===== config.mk =====
export PLATFORM = sky130hd
export DESIGN_NAME = switch_detect_global_config
export DESIGN_NICKNAME = d
export VERILOG_FILES = /design/src/rtl/swcfg_pkg.sv /design/src/rtl/switch_detect_global_config.sv /design/src/rtl/pin_sync3.sv
export SDC_FILE = /design/constraint.sdc
export NUM_CORES = 1
export LEC_CHECK = 0
export ABC_AREA = 1
export CAP_MARGIN = 20
export CORE_ASPECT_RATIO = 1.4
export CORE_MARGIN = 2
export CORE_UTILIZATION = 35
export CTS_CLUSTER_DIAMETER = 100
export DETAILED_ROUTE_END_ITERATION = 8
export DONT_BUFFER_PORTS = 1
export PLACE_DENSITY_LB_ADDON = 0.12
export RECOVER_POWER = 100
export SETUP_SLACK_MARGIN = 0.02
export SLEW_MARGIN = 20
export SYNTH_ARGS = -nofsm -noshare
export SYNTH_HDL_FRONTEND = slang
export SYNTH_SLANG_ARGS = --single-unit

===== constraint.sdc =====
create_clock -name core_clk_in -period 4.9 [get_ports core_clk_in]
set_input_delay 0.245 -clock core_clk_in [delete_from_list [all_inputs] [get_ports core_clk_in]]
set_output_delay 0.245 -clock core_clk_in [all_outputs]
set_load 0.005 [all_outputs]

===== src/rtl/swcfg_pkg.sv =====
// package: constants and types of the switch detect global configuration block
package swcfg_pkg;
  localparam int FRAME_BITS = 32;
  localparam logic [6:0] ADDR_LINK_CHECK = 7'h00;
  localparam logic [6:0] ADDR_GLOBAL_CONFIG = 7'h01;
  localparam int ADDR_MSB = 31;
  localparam int ADDR_LSB = 25;
  localparam int RW_BIT = 24;
  localparam logic [23:0] LINK_PATTERN = 24'h123456;
  localparam logic [23:0] CFG_RESET = 24'h0008ff;
  localparam logic [23:0] CFG_WRITE_MASK = 24'h003cff;
  localparam int POS_FAULT = 23;
  localparam int POS_INT_FLAG = 22;
  localparam int POS_POLL_SEL = 13;
  localparam int POS_OV_GUARD_OFF = 12;
  localparam int POS_WAKE_QUALIFY = 11;
  localparam int POS_INT_PULSE_MODE = 10;
  localparam int CLK_MHZ = 50;
  localparam int POLL_SLOW_US = 1000;
  localparam int POLL_FAST_NS = 55000;
  localparam int INT_PULSE_NS = 10000;
  localparam int POLL_SLOW_CYC = POLL_SLOW_US * CLK_MHZ;
  localparam int POLL_FAST_CYC = POLL_FAST_NS * CLK_MHZ / 1000;
  localparam int INT_PULSE_CYC = (INT_PULSE_NS * CLK_MHZ + 999) / 1000;
  localparam int SYNC_WIDTH = 14;

  typedef enum logic [1:0] {
    LINK_IDLE = 2'b01,
    LINK_SHIFT = 2'b10
  } link_state_t;

  typedef struct packed {
    link_state_t state;
    logic [31:0] shift_in;
    logic [31:0] shift_out;
    logic [5:0] count;
    logic resp_has_flag;
  } serial_t;
endpackage


===== src/rtl/switch_detect_global_config.sv =====
// serial link, global configuration and link check of the switch detect device
//
// Behaviour
// link check read returns 0x123456 next frame
// link check response never clears interrupt flag
// frame: address 31-25, write 24, data 23-0
// overvoltage, guard on: limit 2 mA, block sleep
// guard off bit keeps normal operation
// overvoltage flag set on entry always
// qualify bit 0: no wake on falling edge
// qualify bit 1: wake on any falling edge
// interrupt pin latched low or pulsed low
// bits 7-0 pick battery or ground type
// closed programmable input always reports one
// bit 13 picks 1 ms or 55 us polling
// type bits writable anytime in normal mode
// config reply: fault 23, flag 22, data
// unused config bits zero after reset
// top reply bit shows fault summary
// write flag one writes, zero only reads
// reset restores all configuration defaults
`timescale 1ns/10ps
module switch_detect_global_config #(
  parameter int POLL_SLOW_CYC = swcfg_pkg::POLL_SLOW_CYC
) (
  // clock and reset
  input wire logic core_clk_in,
  input wire logic rst_in,
  // serial link pins
  input wire logic sclk_in,
  input wire logic cs_n_in,
  input wire logic mosi_in,
  output logic miso_out,
  output logic miso_oe_out,
  // device pins and analog status
  input wire logic wake_pin_n_in,
  input wire logic logic_supply_ok_in,
  input wire logic battery_overvoltage_in,
  input wire logic [7:0] programmable_input_level_in,
  // events from the rest of the device
  input wire logic fault_in,
  input wire logic interrupt_event_in,
  input wire logic low_power_state_in,
  // controls and status
  output logic wetting_limit_out,
  output logic low_power_allowed_out,
  output logic overvoltage_flag_out,
  output logic wake_request_out,
  output logic interrupt_pin_n_out,
  output logic battery_poll_tick_out,
  output logic [7:0] programmable_input_closed_out,
  output logic [23:0] config_out
);
  logic [13:0] sync_level;
  logic sclk_f, cs_n_f, mosi_f, wake_f, supply_f, ov_f;
  logic [7:0] level_f;
  logic sclk_d, wake_d, ov_d;
  swcfg_pkg::serial_t ser, next_ser;
  logic [23:0] cfg, next_cfg;
  logic interrupt_flag, next_interrupt_flag;
  logic next_ov_flag;
  logic [15:0] pulse_cnt, next_pulse_cnt;
  logic [15:0] poll_cnt, next_poll_cnt;
  logic frame_done, sclk_rise, sclk_fall, wake_fall, ov_rise, int_pulse_mode;
  logic [6:0] addr;
  logic write_req;
  logic [31:0] resp;
  logic [15:0] poll_limit;

  pin_sync3 #(.WIDTH(swcfg_pkg::SYNC_WIDTH)) u_sync (
    .core_clk_in(core_clk_in),
    .rst_in(rst_in),
    .async_in({sclk_in, ~cs_n_in, mosi_in, ~wake_pin_n_in, logic_supply_ok_in,
               battery_overvoltage_in, programmable_input_level_in}),
    .level_out(sync_level)
  );

  assign {sclk_f, cs_n_f, mosi_f, wake_f, supply_f, ov_f, level_f} =
    {sync_level[13], ~sync_level[12], sync_level[11:0]};
  assign sclk_rise = sclk_f & ~sclk_d;
  assign sclk_fall = ~sclk_f & sclk_d;
  assign wake_fall = wake_f & ~wake_d;
  assign ov_rise = ov_f & ~ov_d;
  assign frame_done = (ser.state == swcfg_pkg::LINK_SHIFT) && cs_n_f &&
                      (ser.count == 6'(swcfg_pkg::FRAME_BITS));
  assign addr = ser.shift_in[swcfg_pkg::ADDR_MSB:swcfg_pkg::ADDR_LSB];
  assign write_req = ser.shift_in[swcfg_pkg::RW_BIT];
  assign int_pulse_mode = cfg[swcfg_pkg::POS_INT_PULSE_MODE];

  // reply built for the frame after this one
  always_comb begin
    resp = {8'h00, fault_in | overvoltage_flag_out, next_interrupt_flag, 22'h000000};
    if (addr == swcfg_pkg::ADDR_LINK_CHECK) begin
      resp = {8'h00, swcfg_pkg::LINK_PATTERN};
    end else if (addr == swcfg_pkg::ADDR_GLOBAL_CONFIG) begin
      resp[21:0] = next_cfg[21:0];
    end
  end

  // serial shifter
  always_comb begin
    next_ser = ser;
    unique case (ser.state)
      swcfg_pkg::LINK_IDLE: begin
        if (!cs_n_f) begin
          next_ser.state = swcfg_pkg::LINK_SHIFT;
          next_ser.count = 6'h00;
        end
      end
      swcfg_pkg::LINK_SHIFT: begin
        if (cs_n_f) begin
          next_ser.state = swcfg_pkg::LINK_IDLE;
          if (frame_done) begin
            next_ser.shift_out = resp;
            // only a reply that showed the flag set may clear it later
            next_ser.resp_has_flag = resp[swcfg_pkg::POS_INT_FLAG];
          end
        end else if (sclk_rise) begin
          next_ser.shift_in = {ser.shift_in[30:0], mosi_f};
          if (ser.count != 6'(swcfg_pkg::FRAME_BITS + 1)) begin
            next_ser.count = ser.count + 6'h01;
          end
        end else if (sclk_fall) begin
          next_ser.shift_out = {ser.shift_out[30:0], 1'b0};
        end
      end
    endcase
  end

  // configuration register and flags
  always_comb begin
    next_cfg = cfg;
    if (frame_done && write_req && addr == swcfg_pkg::ADDR_GLOBAL_CONFIG &&
        !low_power_state_in) begin
      next_cfg = ser.shift_in[23:0] & swcfg_pkg::CFG_WRITE_MASK;
    end
    next_interrupt_flag = interrupt_flag;
    if (frame_done && ser.resp_has_flag) begin
      next_interrupt_flag = 1'b0;
    end
    if (interrupt_event_in) begin
      next_interrupt_flag = 1'b1;
    end
    next_ov_flag = overvoltage_flag_out;
    if (frame_done && !ov_f) begin
      next_ov_flag = 1'b0;
    end
    if (ov_rise) begin
      next_ov_flag = 1'b1;
    end
    next_pulse_cnt = pulse_cnt;
    if (interrupt_event_in && int_pulse_mode) begin
      next_pulse_cnt = 16'(swcfg_pkg::INT_PULSE_CYC);
    end else if (pulse_cnt != 16'h0000) begin
      next_pulse_cnt = pulse_cnt - 16'h0001;
    end
    poll_limit = cfg[swcfg_pkg::POS_POLL_SEL] ? 16'(swcfg_pkg::POLL_FAST_CYC) :
                 16'(POLL_SLOW_CYC);
    next_poll_cnt = (poll_cnt + 16'h0001 >= poll_limit) ? 16'h0000 : poll_cnt + 16'h0001;
  end

  always_ff @(posedge core_clk_in) begin
    if (rst_in) begin
      ser <= '{swcfg_pkg::LINK_IDLE, 32'h00000000, 32'h00000000, 6'h00, 1'b0};
      cfg <= swcfg_pkg::CFG_RESET;
      interrupt_flag <= 1'b0;
      overvoltage_flag_out <= 1'b0;
      pulse_cnt <= 16'h0000;
      poll_cnt <= 16'h0000;
      sclk_d <= 1'b0;
      wake_d <= 1'b0;
      ov_d <= 1'b0;
      miso_out <= 1'b0;
      miso_oe_out <= 1'b0;
      wetting_limit_out <= 1'b0;
      low_power_allowed_out <= 1'b1;
      wake_request_out <= 1'b0;
      interrupt_pin_n_out <= 1'b1;
      battery_poll_tick_out <= 1'b0;
      programmable_input_closed_out <= 8'h00;
      config_out <= swcfg_pkg::CFG_RESET;
    end else begin
      ser <= next_ser;
      cfg <= next_cfg;
      interrupt_flag <= next_interrupt_flag;
      overvoltage_flag_out <= next_ov_flag;
      pulse_cnt <= next_pulse_cnt;
      poll_cnt <= next_poll_cnt;
      sclk_d <= sclk_f;
      wake_d <= wake_f;
      ov_d <= ov_f;
      miso_out <= next_ser.shift_out[31];
      miso_oe_out <= !cs_n_f;
      wetting_limit_out <= ov_f && !cfg[swcfg_pkg::POS_OV_GUARD_OFF];
      low_power_allowed_out <= !(ov_f && !cfg[swcfg_pkg::POS_OV_GUARD_OFF]);
      wake_request_out <= wake_fall && cfg[swcfg_pkg::POS_WAKE_QUALIFY];
      interrupt_pin_n_out <= int_pulse_mode ? (next_pulse_cnt == 16'h0000) :
                             !next_interrupt_flag;
      battery_poll_tick_out <= (next_poll_cnt == 16'h0000);
      programmable_input_closed_out <= ~(level_f ^ cfg[7:0]);
      config_out <= next_cfg;
    end
  end
endmodule // switch_detect_global_config


===== src/rtl/pin_sync3.sv =====
// three-stage pin synchroniser with agreement filter
`timescale 1ns/10ps
module pin_sync3 #(
  parameter int WIDTH = 1
) (
  // clock and reset
  input wire logic core_clk_in,
  input wire logic rst_in,
  // pins and filtered levels
  input wire logic [WIDTH-1:0] async_in,
  output logic [WIDTH-1:0] level_out
);
  logic [WIDTH-1:0] stage1, stage2, stage3, next_level;

  always_comb begin
    next_level = level_out;
    for (int i = 0; i < WIDTH; i++) begin
      if (stage2[i] == stage3[i]) begin
        next_level[i] = stage3[i];
      end
    end
  end

  always_ff @(posedge core_clk_in) begin
    if (rst_in) begin
      stage1 <= '0;
      stage2 <= '0;
      stage3 <= '0;
      level_out <= '0;
    end else begin
      stage1 <= async_in;
      stage2 <= stage1;
      stage3 <= stage2;
      level_out <= next_level;
    end
  end
endmodule // pin_sync3


==> qor.txt, run 1 <==
Antenna-violating nets left: 0
Maxcap violations: 0
Die X-Extent: 130.9 um
Sequential share of power: 46.4%
Ranking of synthesized cells by area: sky130_fd_sc_hd__dfxtp_1 (50%), sky130_fd_sc_hd__nor2_1 (9.6%), sky130_fd_sc_hd__o21ai_0 (6.0%)
Post-CTS Setup Repair Bufs: 0
Post-detail-place hpwl: 11,590 um
Peak fanout along the critical path: 13
Final setup violation count: 0
Largest net degree at the start of global routing: 91
Clock transition at the registers of the reported paths: 0.07 ns
Setup total negative slack: 0 ns
Via count: 6,199
Number of antenna violations at the first check in global routing: 0
Yosys Warn Count: 0
Final hold violation count: 0
Hold_sp: fault_in
Final wirelength: 17,740 um
Timing startpoint of the critical path: poll_cnt[0]$_SDFF_PP0_
Setup crit end kind: flop
Number of top-level pins: 59
Fraction of final layout cells sized beyond drive strength 1: 5.217%
First DRT Iteration DRCs: 265
Start-to-end type of the worst setup path: flop to flop
Die ar.: 23,760 um2
Crit path launch type: flop
Net Sw Frac: 27.89%
#FFs+latches synth: 198
Worst-Margin Slew: 1.461 ns
Final net count: 1,057
Most common cell after layout, fill and taps aside: sky130_fd_sc_hd__nor2_1
TritonCTS Buffers: 17
Proportion of netlist area held by the largest area contributor: 50.27%
Buffer cell driving the clock tree root: sky130_fd_sc_hd__clkbuf_16
Setup repair after global routing missed its margin: no
Area of the placeable core: 22,370 um2
Fin. max-slew vios: 0
Internal power contribution: 0.002679 W
Initial core utilization: 35.26%
Worst Path Arrival: 3.99 ns
Sink Count: 198
Cell Pwr Density: 420.6 nW/um2
Global router's overall resource usage: 15.93%
Fraction of registers with async set or reset after synthesis: 0%
Chip Height: 181.6 um
Most frequent cells in the layout: sky130_fd_sc_hd__nor2_1 (209), sky130_fd_sc_hd__dfxtp_1 (198), sky130_fd_sc_hd__inv_1 (123)
Most area-hungry cell type in the Yosys netlist: sky130_fd_sc_hd__dfxtp_1
Number of vias per cell after detailed routing: 4.640
Setup slack of the critical path after layout: 1.269 ns
Max VDD drop: 0.3012 mV
Comb power frac: 15.6%
CTS H-Tree Depth: 4
Placer congestion estimate: 0.8232
First-pass GRT wire length: 29,930 um
Iteration count of the initial detailed-routing pass: 4
Leakage: 3.764 nW
Min-delay worst type: input port to flop
Clock power frac: 38.1%
Synth-to-Final Area Change: 12.04%
RR Startpoint: poll_cnt[0]$_SDFF_PP0_
Vias in the first global route: 6,100
Most used flip-flop cell after synthesis: sky130_fd_sc_hd__dfxtp_1
Synth Instances: 1,024
Required time reported for the critical path endpoint: 5.26 ns
Share of the yosys chip area belonging to registers: 50.27%
Number of flops mapped to enable cells by yosys: 0
Total chip power: 0.003716 W
Count of distinct cell types in the synthesized netlist: 41
Count of buffers inserted at the top-level ports: 0
# diodes: 0
Worst-case headroom to the max-slew limit: 2.577%
Aggregate global routing overflow: 0
Fin Clk Skew: 0.009273 ns
Combined area of all synthesized cells: 7885 um2
Status: complete, no violations
Highest achievable clock rate: 0.2754 GHz
Crit share post-route: 74.11%
Clock insertion delay at the later pin of the skew report: 0.43 ns
TritonCTS clock tree: yes
Drt drc: 0
Worst setup slack after placement: 1.730 ns
Maximum count of clock buffers along a single path: 2
Minimum clock period: 3.631 ns
Post-detailed-route wirelength per cell: 13.28 um
Net switching power: 0.001036 W
Mean instance size in the synthesized netlist: 7.700 um2
Num rows: 65
per-layer routing:
| metal | global-route usage, % | share of wire, % | up-vias |
|---|---|---|---|
| li1 | - | - | 3269 |
| met4 | 5.447 | 1.9 | 0 |
| met1 | 18.96 | 45 | 2830 |
| met5 | 0 | 0 | - |
| met2 | 27.42 | 50 | 78 |
| met3 | 4.272 | 3.7 | 22 |
metrics by stage:
| step | cells | utilization (%) | hold WS, ns | area (um2) |
|---|---|---|---|---|
| 2_1_floorplan | 1025 | - | 0.3174 | 7889 |
| 3_3_place_gp | 1288 | 36.29 | 0.3193 | 8117 |
| 3_5_place_dp | 1288 | 36.29 | 0.3180 | 8117 |
| 4_1_cts | 1336 | 39.74 | 0.004077 | 8889 |
| 5_1_grt | 1336 | 39.50 | 0.04714 | 8835 |
| 6_report | 1336 | 39.50 | 0.02444 | 8835 |
final timing paths:
check	cells past startpoint	endpoint	slack [ns]
worst min-delay path	2	ser[30]$_SDFFE_PP0P_	0.02
worst max register to register	16	poll_cnt[2]$_SDFF_PP0_	1.27
worst min register to register	1	wake_request_out$_SDFF_PP0_	0.39
worst max-delay path	16	poll_cnt[2]$_SDFF_PP0_	1.27
registers in the layout, summed over array words and instances (netlist names):
| register | flops |
|---|---|
| wetting_limit_out | 1 |
| u_sync.stage3 | 13 |
| low_power_allowed_out | 1 |
| ser | 65 |
| poll_cnt | 16 |
| ov_d | 1 |
| wake_d | 1 |
| cfg | 22 |
| programmable_input_closed_out | 8 |
| interrupt_pin_n_out | 1 |
| miso_oe_out | 1 |
| pulse_cnt | 16 |
| u_sync.stage1 | 13 |
| miso_out | 1 |
| interrupt_flag | 1 |
| overvoltage_flag_out | 1 |
| u_sync.level_out | 13 |
| u_sync.stage2 | 13 |
| wake_request_out | 1 |
| addr | 7 |
| sclk_d | 1 |
| battery_poll_tick_out | 1 |
cell type report:
type / instances / area (um2)
clock buffer: 22 / 474.2
fill: 2338 / 13530
multi-input combinational: 660 / 3231
inverter: 125 / 469.2
timing repair buffer: 20 / 200.2
clock inverter: 10 / 120.1
tap: 301 / 376.6
sequential: 198 / 3964
worst max-delay path, cell delays in order (launching register included):
cell and delay [ns]:
sky130_fd_sc_hd__dfxtp_1 0.42, sky130_fd_sc_hd__ha_1 0.21, sky130_fd_sc_hd__nand2_1 0.07, sky130_fd_sc_hd__nor2_1 0.37, sky130_fd_sc_hd__nand3_1 0.17, sky130_fd_sc_hd__nor4_1 0.32
sky130_fd_sc_hd__xor2_1 0.32, sky130_fd_sc_hd__ha_1 0.29, sky130_fd_sc_hd__nand2_1 0.13, sky130_fd_sc_hd__nor2_1 0.06, sky130_fd_sc_hd__nand3_1 0.08, sky130_fd_sc_hd__nor2_1 0.05
sky130_fd_sc_hd__nand2_1 0.07, sky130_fd_sc_hd__a21oi_1 0.05, sky130_fd_sc_hd__nor2_1 0.44, sky130_fd_sc_hd__nand2_4 0.29, sky130_fd_sc_hd__nor3_1 0.22
power groups by stage:
| stage | registers (W) | logic, W | clock network (W) |
|---|---|---|---|
| 2_1_floorplan | 0.00175 | 0.000461 | 0 |
| 3_3_place_gp | 0.00176 | 0.000564 | 0 |
| 3_5_place_dp | 0.00176 | 0.000561 | 0 |
| 4_1_cts | 0.00172 | 0.000591 | 0.00146 |
| 5_1_grt | 0.00173 | 0.000681 | 0.00152 |
| 6_report | 0.00172 | 0.000579 | 0.00141 |
synth_stat cells (all sizes together) (3+ instances only):
| cell | instances |
|---|---|
| a21oi | 85 |
| inv | 124 |
| xnor2 | 3 |
| nor3 | 13 |
| xor2 | 15 |
| nor4 | 4 |
| nand2 | 124 |
| a31oi | 12 |
| o21ai | 94 |
| clkbuf | 30 |
| buf | 12 |
| ha | 16 |
| nand4 | 8 |
| or2 | 5 |
| nand3 | 44 |
| dfxtp | 198 |
| nor2 | 221 |
repair_timing:
action | in CTS | in global routing
hold buffers | 16 | 0
resized for setup | 0 | 0
endpoints found under the hold margin | 94 | 0
logic make-up after synthesis:
group                    Yosys count  synth area share (%)
flip-flops                       198                 50.27
AO/OA/AOI/OAI                    202                 13.44
buffers and inverters            167                 8.299
AND/OR/NAND/NOR                  422                 23.41
other                              1               0.04756
adder cells (fa/ha/maj)           16                 2.539
XOR/XNOR                          18                 1.999
(Power assumes the default switching activity.)
==> run 2, diff against run 1 <==
--- a/config.mk
+++ b/config.mk
@@ -5,7 +5,7 @@
 export SDC_FILE = /design/constraint.sdc
 export NUM_CORES = 1
 export LEC_CHECK = 0
-export ABC_AREA = 1
+export ABC_AREA = 0
 export CAP_MARGIN = 20
 export CORE_ASPECT_RATIO = 1.4
 export CORE_MARGIN = 2
==> constraint.sdc (replaced) <==
create_clock -name core_clk_in -period 3.8 [get_ports core_clk_in]
set_input_delay 0.19 -clock core_clk_in [delete_from_list [all_inputs] [get_ports core_clk_in]]
set_output_delay 0.19 -clock core_clk_in [all_outputs]
set_load 0.005 [all_outputs]
==> run 2 against run 1 <==
Against the previous run:
- sequential share of layout area decreased by 0.30 points
- final area grew 0.67%
- fmax increased by 5.9%
- routed wire length decreased by 0.57%
- the run now ends with capacitance limit, slew limit left
- critical path depth down 6
- power is 34% higher
- final cell count fell by 11%
- first-iteration DRC count rose by 20%
- die area grew 0.74%
- synthesized cell count fell by 14%
==> qor.txt, run 2 <==
Drt drc: 0 (unchanged)
Number of vias per cell after detailed routing: 4.960 (+6.9%)
Final Instance Count excl. Fillers: 1,184 (-11%)
Number of flops mapped to enable cells by yosys: 0 (unchanged)
Highest achievable clock rate: 0.2916 GHz (+5.9%)
Net switching power: 0.001431 W (+38%)
Aggregate global routing overflow: 0 (unchanged)
Fraction of registers with async set or reset after synthesis: 0% (unchanged)
Post-detailed-route wirelength per cell: 14.90 um (+12%)
Fin. max-slew vios: 156 (+156)
Post-detail-place hpwl: 11,200 um (-3.4%)
Peak fanout along the critical path: 10 (-3)
Maxcap violations: 1 (+1)
Min-delay worst type: input port to flop
Num rows: 65 (unchanged)
Crit share post-route: 90.24% (+16 points)
Status: complete, but fails checks
First DRT Iteration DRCs: 319 (+20%)
Worst-Margin Slew: 3.146 ns (+1.685 ns)
Post-CTS Setup Repair Bufs: 0 (unchanged)
Worst R2R Setup Slack: 0.37 ns (-0.90 ns)
Count of placed standard cells including taps: 1,135 (-12%)
Most area-hungry cell type in the Yosys netlist: sky130_fd_sc_hd__dfxtp_1
Fraction of final layout cells sized beyond drive strength 1: 6.908% (+1.7 points)
Sequential share of power: 46.2% (-0.2 points)
Clock transition at the registers of the reported paths: 0.07 ns (about the same)
Worst-case headroom to the max-slew limit: -109.7% (-110 points)
Number of top-level pins: 59 (unchanged)
Most common cell in the netlist: sky130_fd_sc_hd__dfxtp_1
Cell Pwr Density: 559.7 nW/um2 (+33%)
Area of the placeable core: 22,450 um2 (+0.36%)
Post-synth top cells: sky130_fd_sc_hd__dfxtp_1 (198), sky130_fd_sc_hd__nand2_1 (118), sky130_fd_sc_hd__nor2_1 (77)
Die ar.: 23,940 um2 (+0.74%)
Initial core utilization: 35.40% (+0.14 points)
Sink Count: 198 (unchanged)
TritonCTS clock tree: yes
TritonCTS Buffers: 17 (unchanged)
Required time reported for the critical path endpoint: 4.11 ns (-1.15 ns)
Start-to-end type of the worst setup path: flop to flop
Placer congestion estimate: 0.8024 (-2.5%)
CTS H-Tree Depth: 4 (unchanged)
Buffer cell driving the clock tree root: sky130_fd_sc_hd__clkbuf_16
Most common cell after layout, fill and taps aside: sky130_fd_sc_hd__dfxtp_1
Most used flip-flop cell after synthesis: sky130_fd_sc_hd__dfxtp_1
Global router's overall resource usage: 15.13% (-0.80 points)
Worst Path Arrival: 3.74 ns (-0.25 ns)
Crit path launch type: flop
Comb power frac: 16.6% (+1.0 points)
Most flop-heavy register: ser
Final net count: 905 (-14%)
Max VDD drop: 0.3120 mV (+3.6%)
Most frequent cells in the layout: sky130_fd_sc_hd__dfxtp_1 (198), sky130_fd_sc_hd__nand2_1 (118), sky130_fd_sc_hd__nor2_1 (77)
Via count: 5,873 (-5.3%)
Leading registers by flop count: ser: 65 flops, cfg: 22 flops
Net Sw Frac: 28.76% (+0.86 points)
Clock power frac: 37.2% (-0.9 points)
Combined area of all synthesized cells: 7945 um2 (+0.76%)
First-pass GRT wire length: 29,070 um (-2.9%)
#FFs+latches synth: 198 (unchanged)
Chip Height: 182.3 um (+0.37%)
Minimum clock period: 3.429 ns (-0.2025 ns)
Clock insertion delay at the later pin of the skew report: 0.44 ns (about the same)
Synth Instances: 879 (-14%)
Antenna-violating nets left: 0 (unchanged)
Final hold violation count: 0 (unchanged)
Internal power contribution: 0.003547 W (+32%)
Mean instance size in the synthesized netlist: 9.039 um2 (+17%)
Count of distinct cell types in the synthesized netlist: 69 (+68%)
PostCTS Resize Cnt: 0 (unchanged)
Vias in the first global route: 5,502 (-9.8%)
Worst setup slack after placement: 0.5714 ns (-1.159 ns)
Number of antenna violations at the first check in global routing: 0 (unchanged)
Final wirelength: 17,640 um (-0.57%)
Largest net degree at the start of global routing: 156 (+71%)
# diodes: 0 (unchanged)
Ranking of synthesized cells by area: sky130_fd_sc_hd__dfxtp_1 (50%), sky130_fd_sc_hd__nand2_1 (5.6%), sky130_fd_sc_hd__a21oi_1 (4.7%)
Setup crit end kind: flop
Maximum count of clock buffers along a single path: 2 (unchanged)
Setup slack of the critical path after layout: 0.3711 ns (-0.8975 ns)
Synth-to-Final Area Change: 11.94% (about the same)
Iteration count of the initial detailed-routing pass: 6 (+2)
Violations in the final reports: capacitance limit, slew limit
Leakage: 3.103 nW (-18%)
Share of the yosys chip area belonging to registers: 49.89% (-0.38 points)
Yosys Warn Count: 0 (unchanged)
Setup total negative slack: 0 ns (unchanged)
Die X-Extent: 131.3 um (+0.37%)
Proportion of netlist area held by the largest area contributor: 49.89% (-0.38 points)
Max reg flops: 65 (unchanged)
Fin Clk Skew: 0.01040 ns (+0.001129 ns)
Count of buffers inserted at the top-level ports: 0 (unchanged)
Setup repair after global routing missed its margin: no
Final setup violation count: 0 (unchanged)
Fillers: 2,326 (-0.51%)
==> run 2: path summary, 6_finish.rpt <==
path	from	endpoint	cells after the start
worst max-delay path	poll_cnt[5]$_SDFF_PP0_	battery_poll_tick_out$_SDFF_PP0_	10
worst min-delay path	rst_in	battery_poll_tick_out$_SDFF_PP0_	2
worst max register to register	poll_cnt[5]$_SDFF_PP0_	battery_poll_tick_out$_SDFF_PP0_	10
worst min register to register	u_sync.stage1[11]$_SDFF_PP0_	u_sync.stage2[11]$_SDFF_PP0_	1
==> run 2: final cells by class <==
class	instances	area [um2]	area share, %
clock buffers	18	439.2	4.938
flip-flops and latches	198	3964	44.57
clock inverters	14	163.9	1.843
inverters	19	71.32	0.8019
repair buffers	23	206.4	2.321
multi-input cells	611	3672	41.29
well taps	301	376.6	4.235
==> run 2: kinds of logic (layout without fill, tap and decap cells) <==
logic type               count (synthesis)  count (layout)  share of synthesized area (%)
AND/OR/NAND/NOR                        380             380                          24.66
flip-flops                             198             198                          49.89
AO/OA/AOI/OAI                          160             160                          12.96
buffers and inverters                   71              74                          3.748
XOR/XNOR                                37              37                          4.079
adder cells (fa/ha/maj)                 16              16                          2.520
multiplexers                            16              16                          2.094
other                                    1               2                        0.04720
==> run 2: stage by stage <==
step | total power (W) | cell area, um2 | hold slack [ns] | utilization, %
floorplan | 0.003025 | 7949 | 0.2624 | -
global placement | 0.003156 | 8153 | 0.2620 | 36.32
detailed placement | 0.003155 | 8153 | 0.2659 | 36.32
CTS | 0.005073 | 8944 | 0.03225 | 39.84
global route | 0.005251 | 8894 | 0.03765 | 39.62
finish | 0.004978 | 8894 | 0.05484 | 39.62
==> run 2: layer usage <==
metal | up-vias | share of wire [%] | track usage (%)
met3 | 24 | 2.8 | 2.972
met1 | 2760 | 45 | 18.84
met5 | - | 0 | 0
li1 | 2999 | - | -
met2 | 90 | 49 | 25.71
met4 | 0 | 2.4 | 6.217
==> run 2: repair_timing <==
| item | CTS | global route |
|---|---|---|
| hold endpoints to repair | 161 | 0 |
| setup endpoints to repair | 0 | 0 |
| hold buffers | 17 | 0 |
==> run 2: power groups by stage <==
stage | sequential, W | clock [W] | combinational [W]
floorplan | 0.00231 | 0 | 0.000716
global placement | 0.00235 | 0 | 0.000809
detailed placement | 0.00235 | 0 | 0.000809
CTS | 0.00230 | 0.00192 | 0.000858
global route | 0.00232 | 0.00200 | 0.000935
finish | 0.00230 | 0.00185 | 0.000827
==> run 2: worst max-delay path, cell delays in order, from the launching register on <==
cell,delay (ns)
sky130_fd_sc_hd__dfxtp_1,0.51
sky130_fd_sc_hd__nand4_2,0.25
sky130_fd_sc_hd__nor4_1,0.46
sky130_fd_sc_hd__xnor2_1,0.19
sky130_fd_sc_hd__inv_1,0.09
sky130_fd_sc_hd__ha_1,0.31
sky130_fd_sc_hd__a211o_1,0.29
sky130_fd_sc_hd__or4_1,0.58
sky130_fd_sc_hd__nand2_1,0.09
sky130_fd_sc_hd__a21oi_1,0.05
sky130_fd_sc_hd__or3_1,0.48
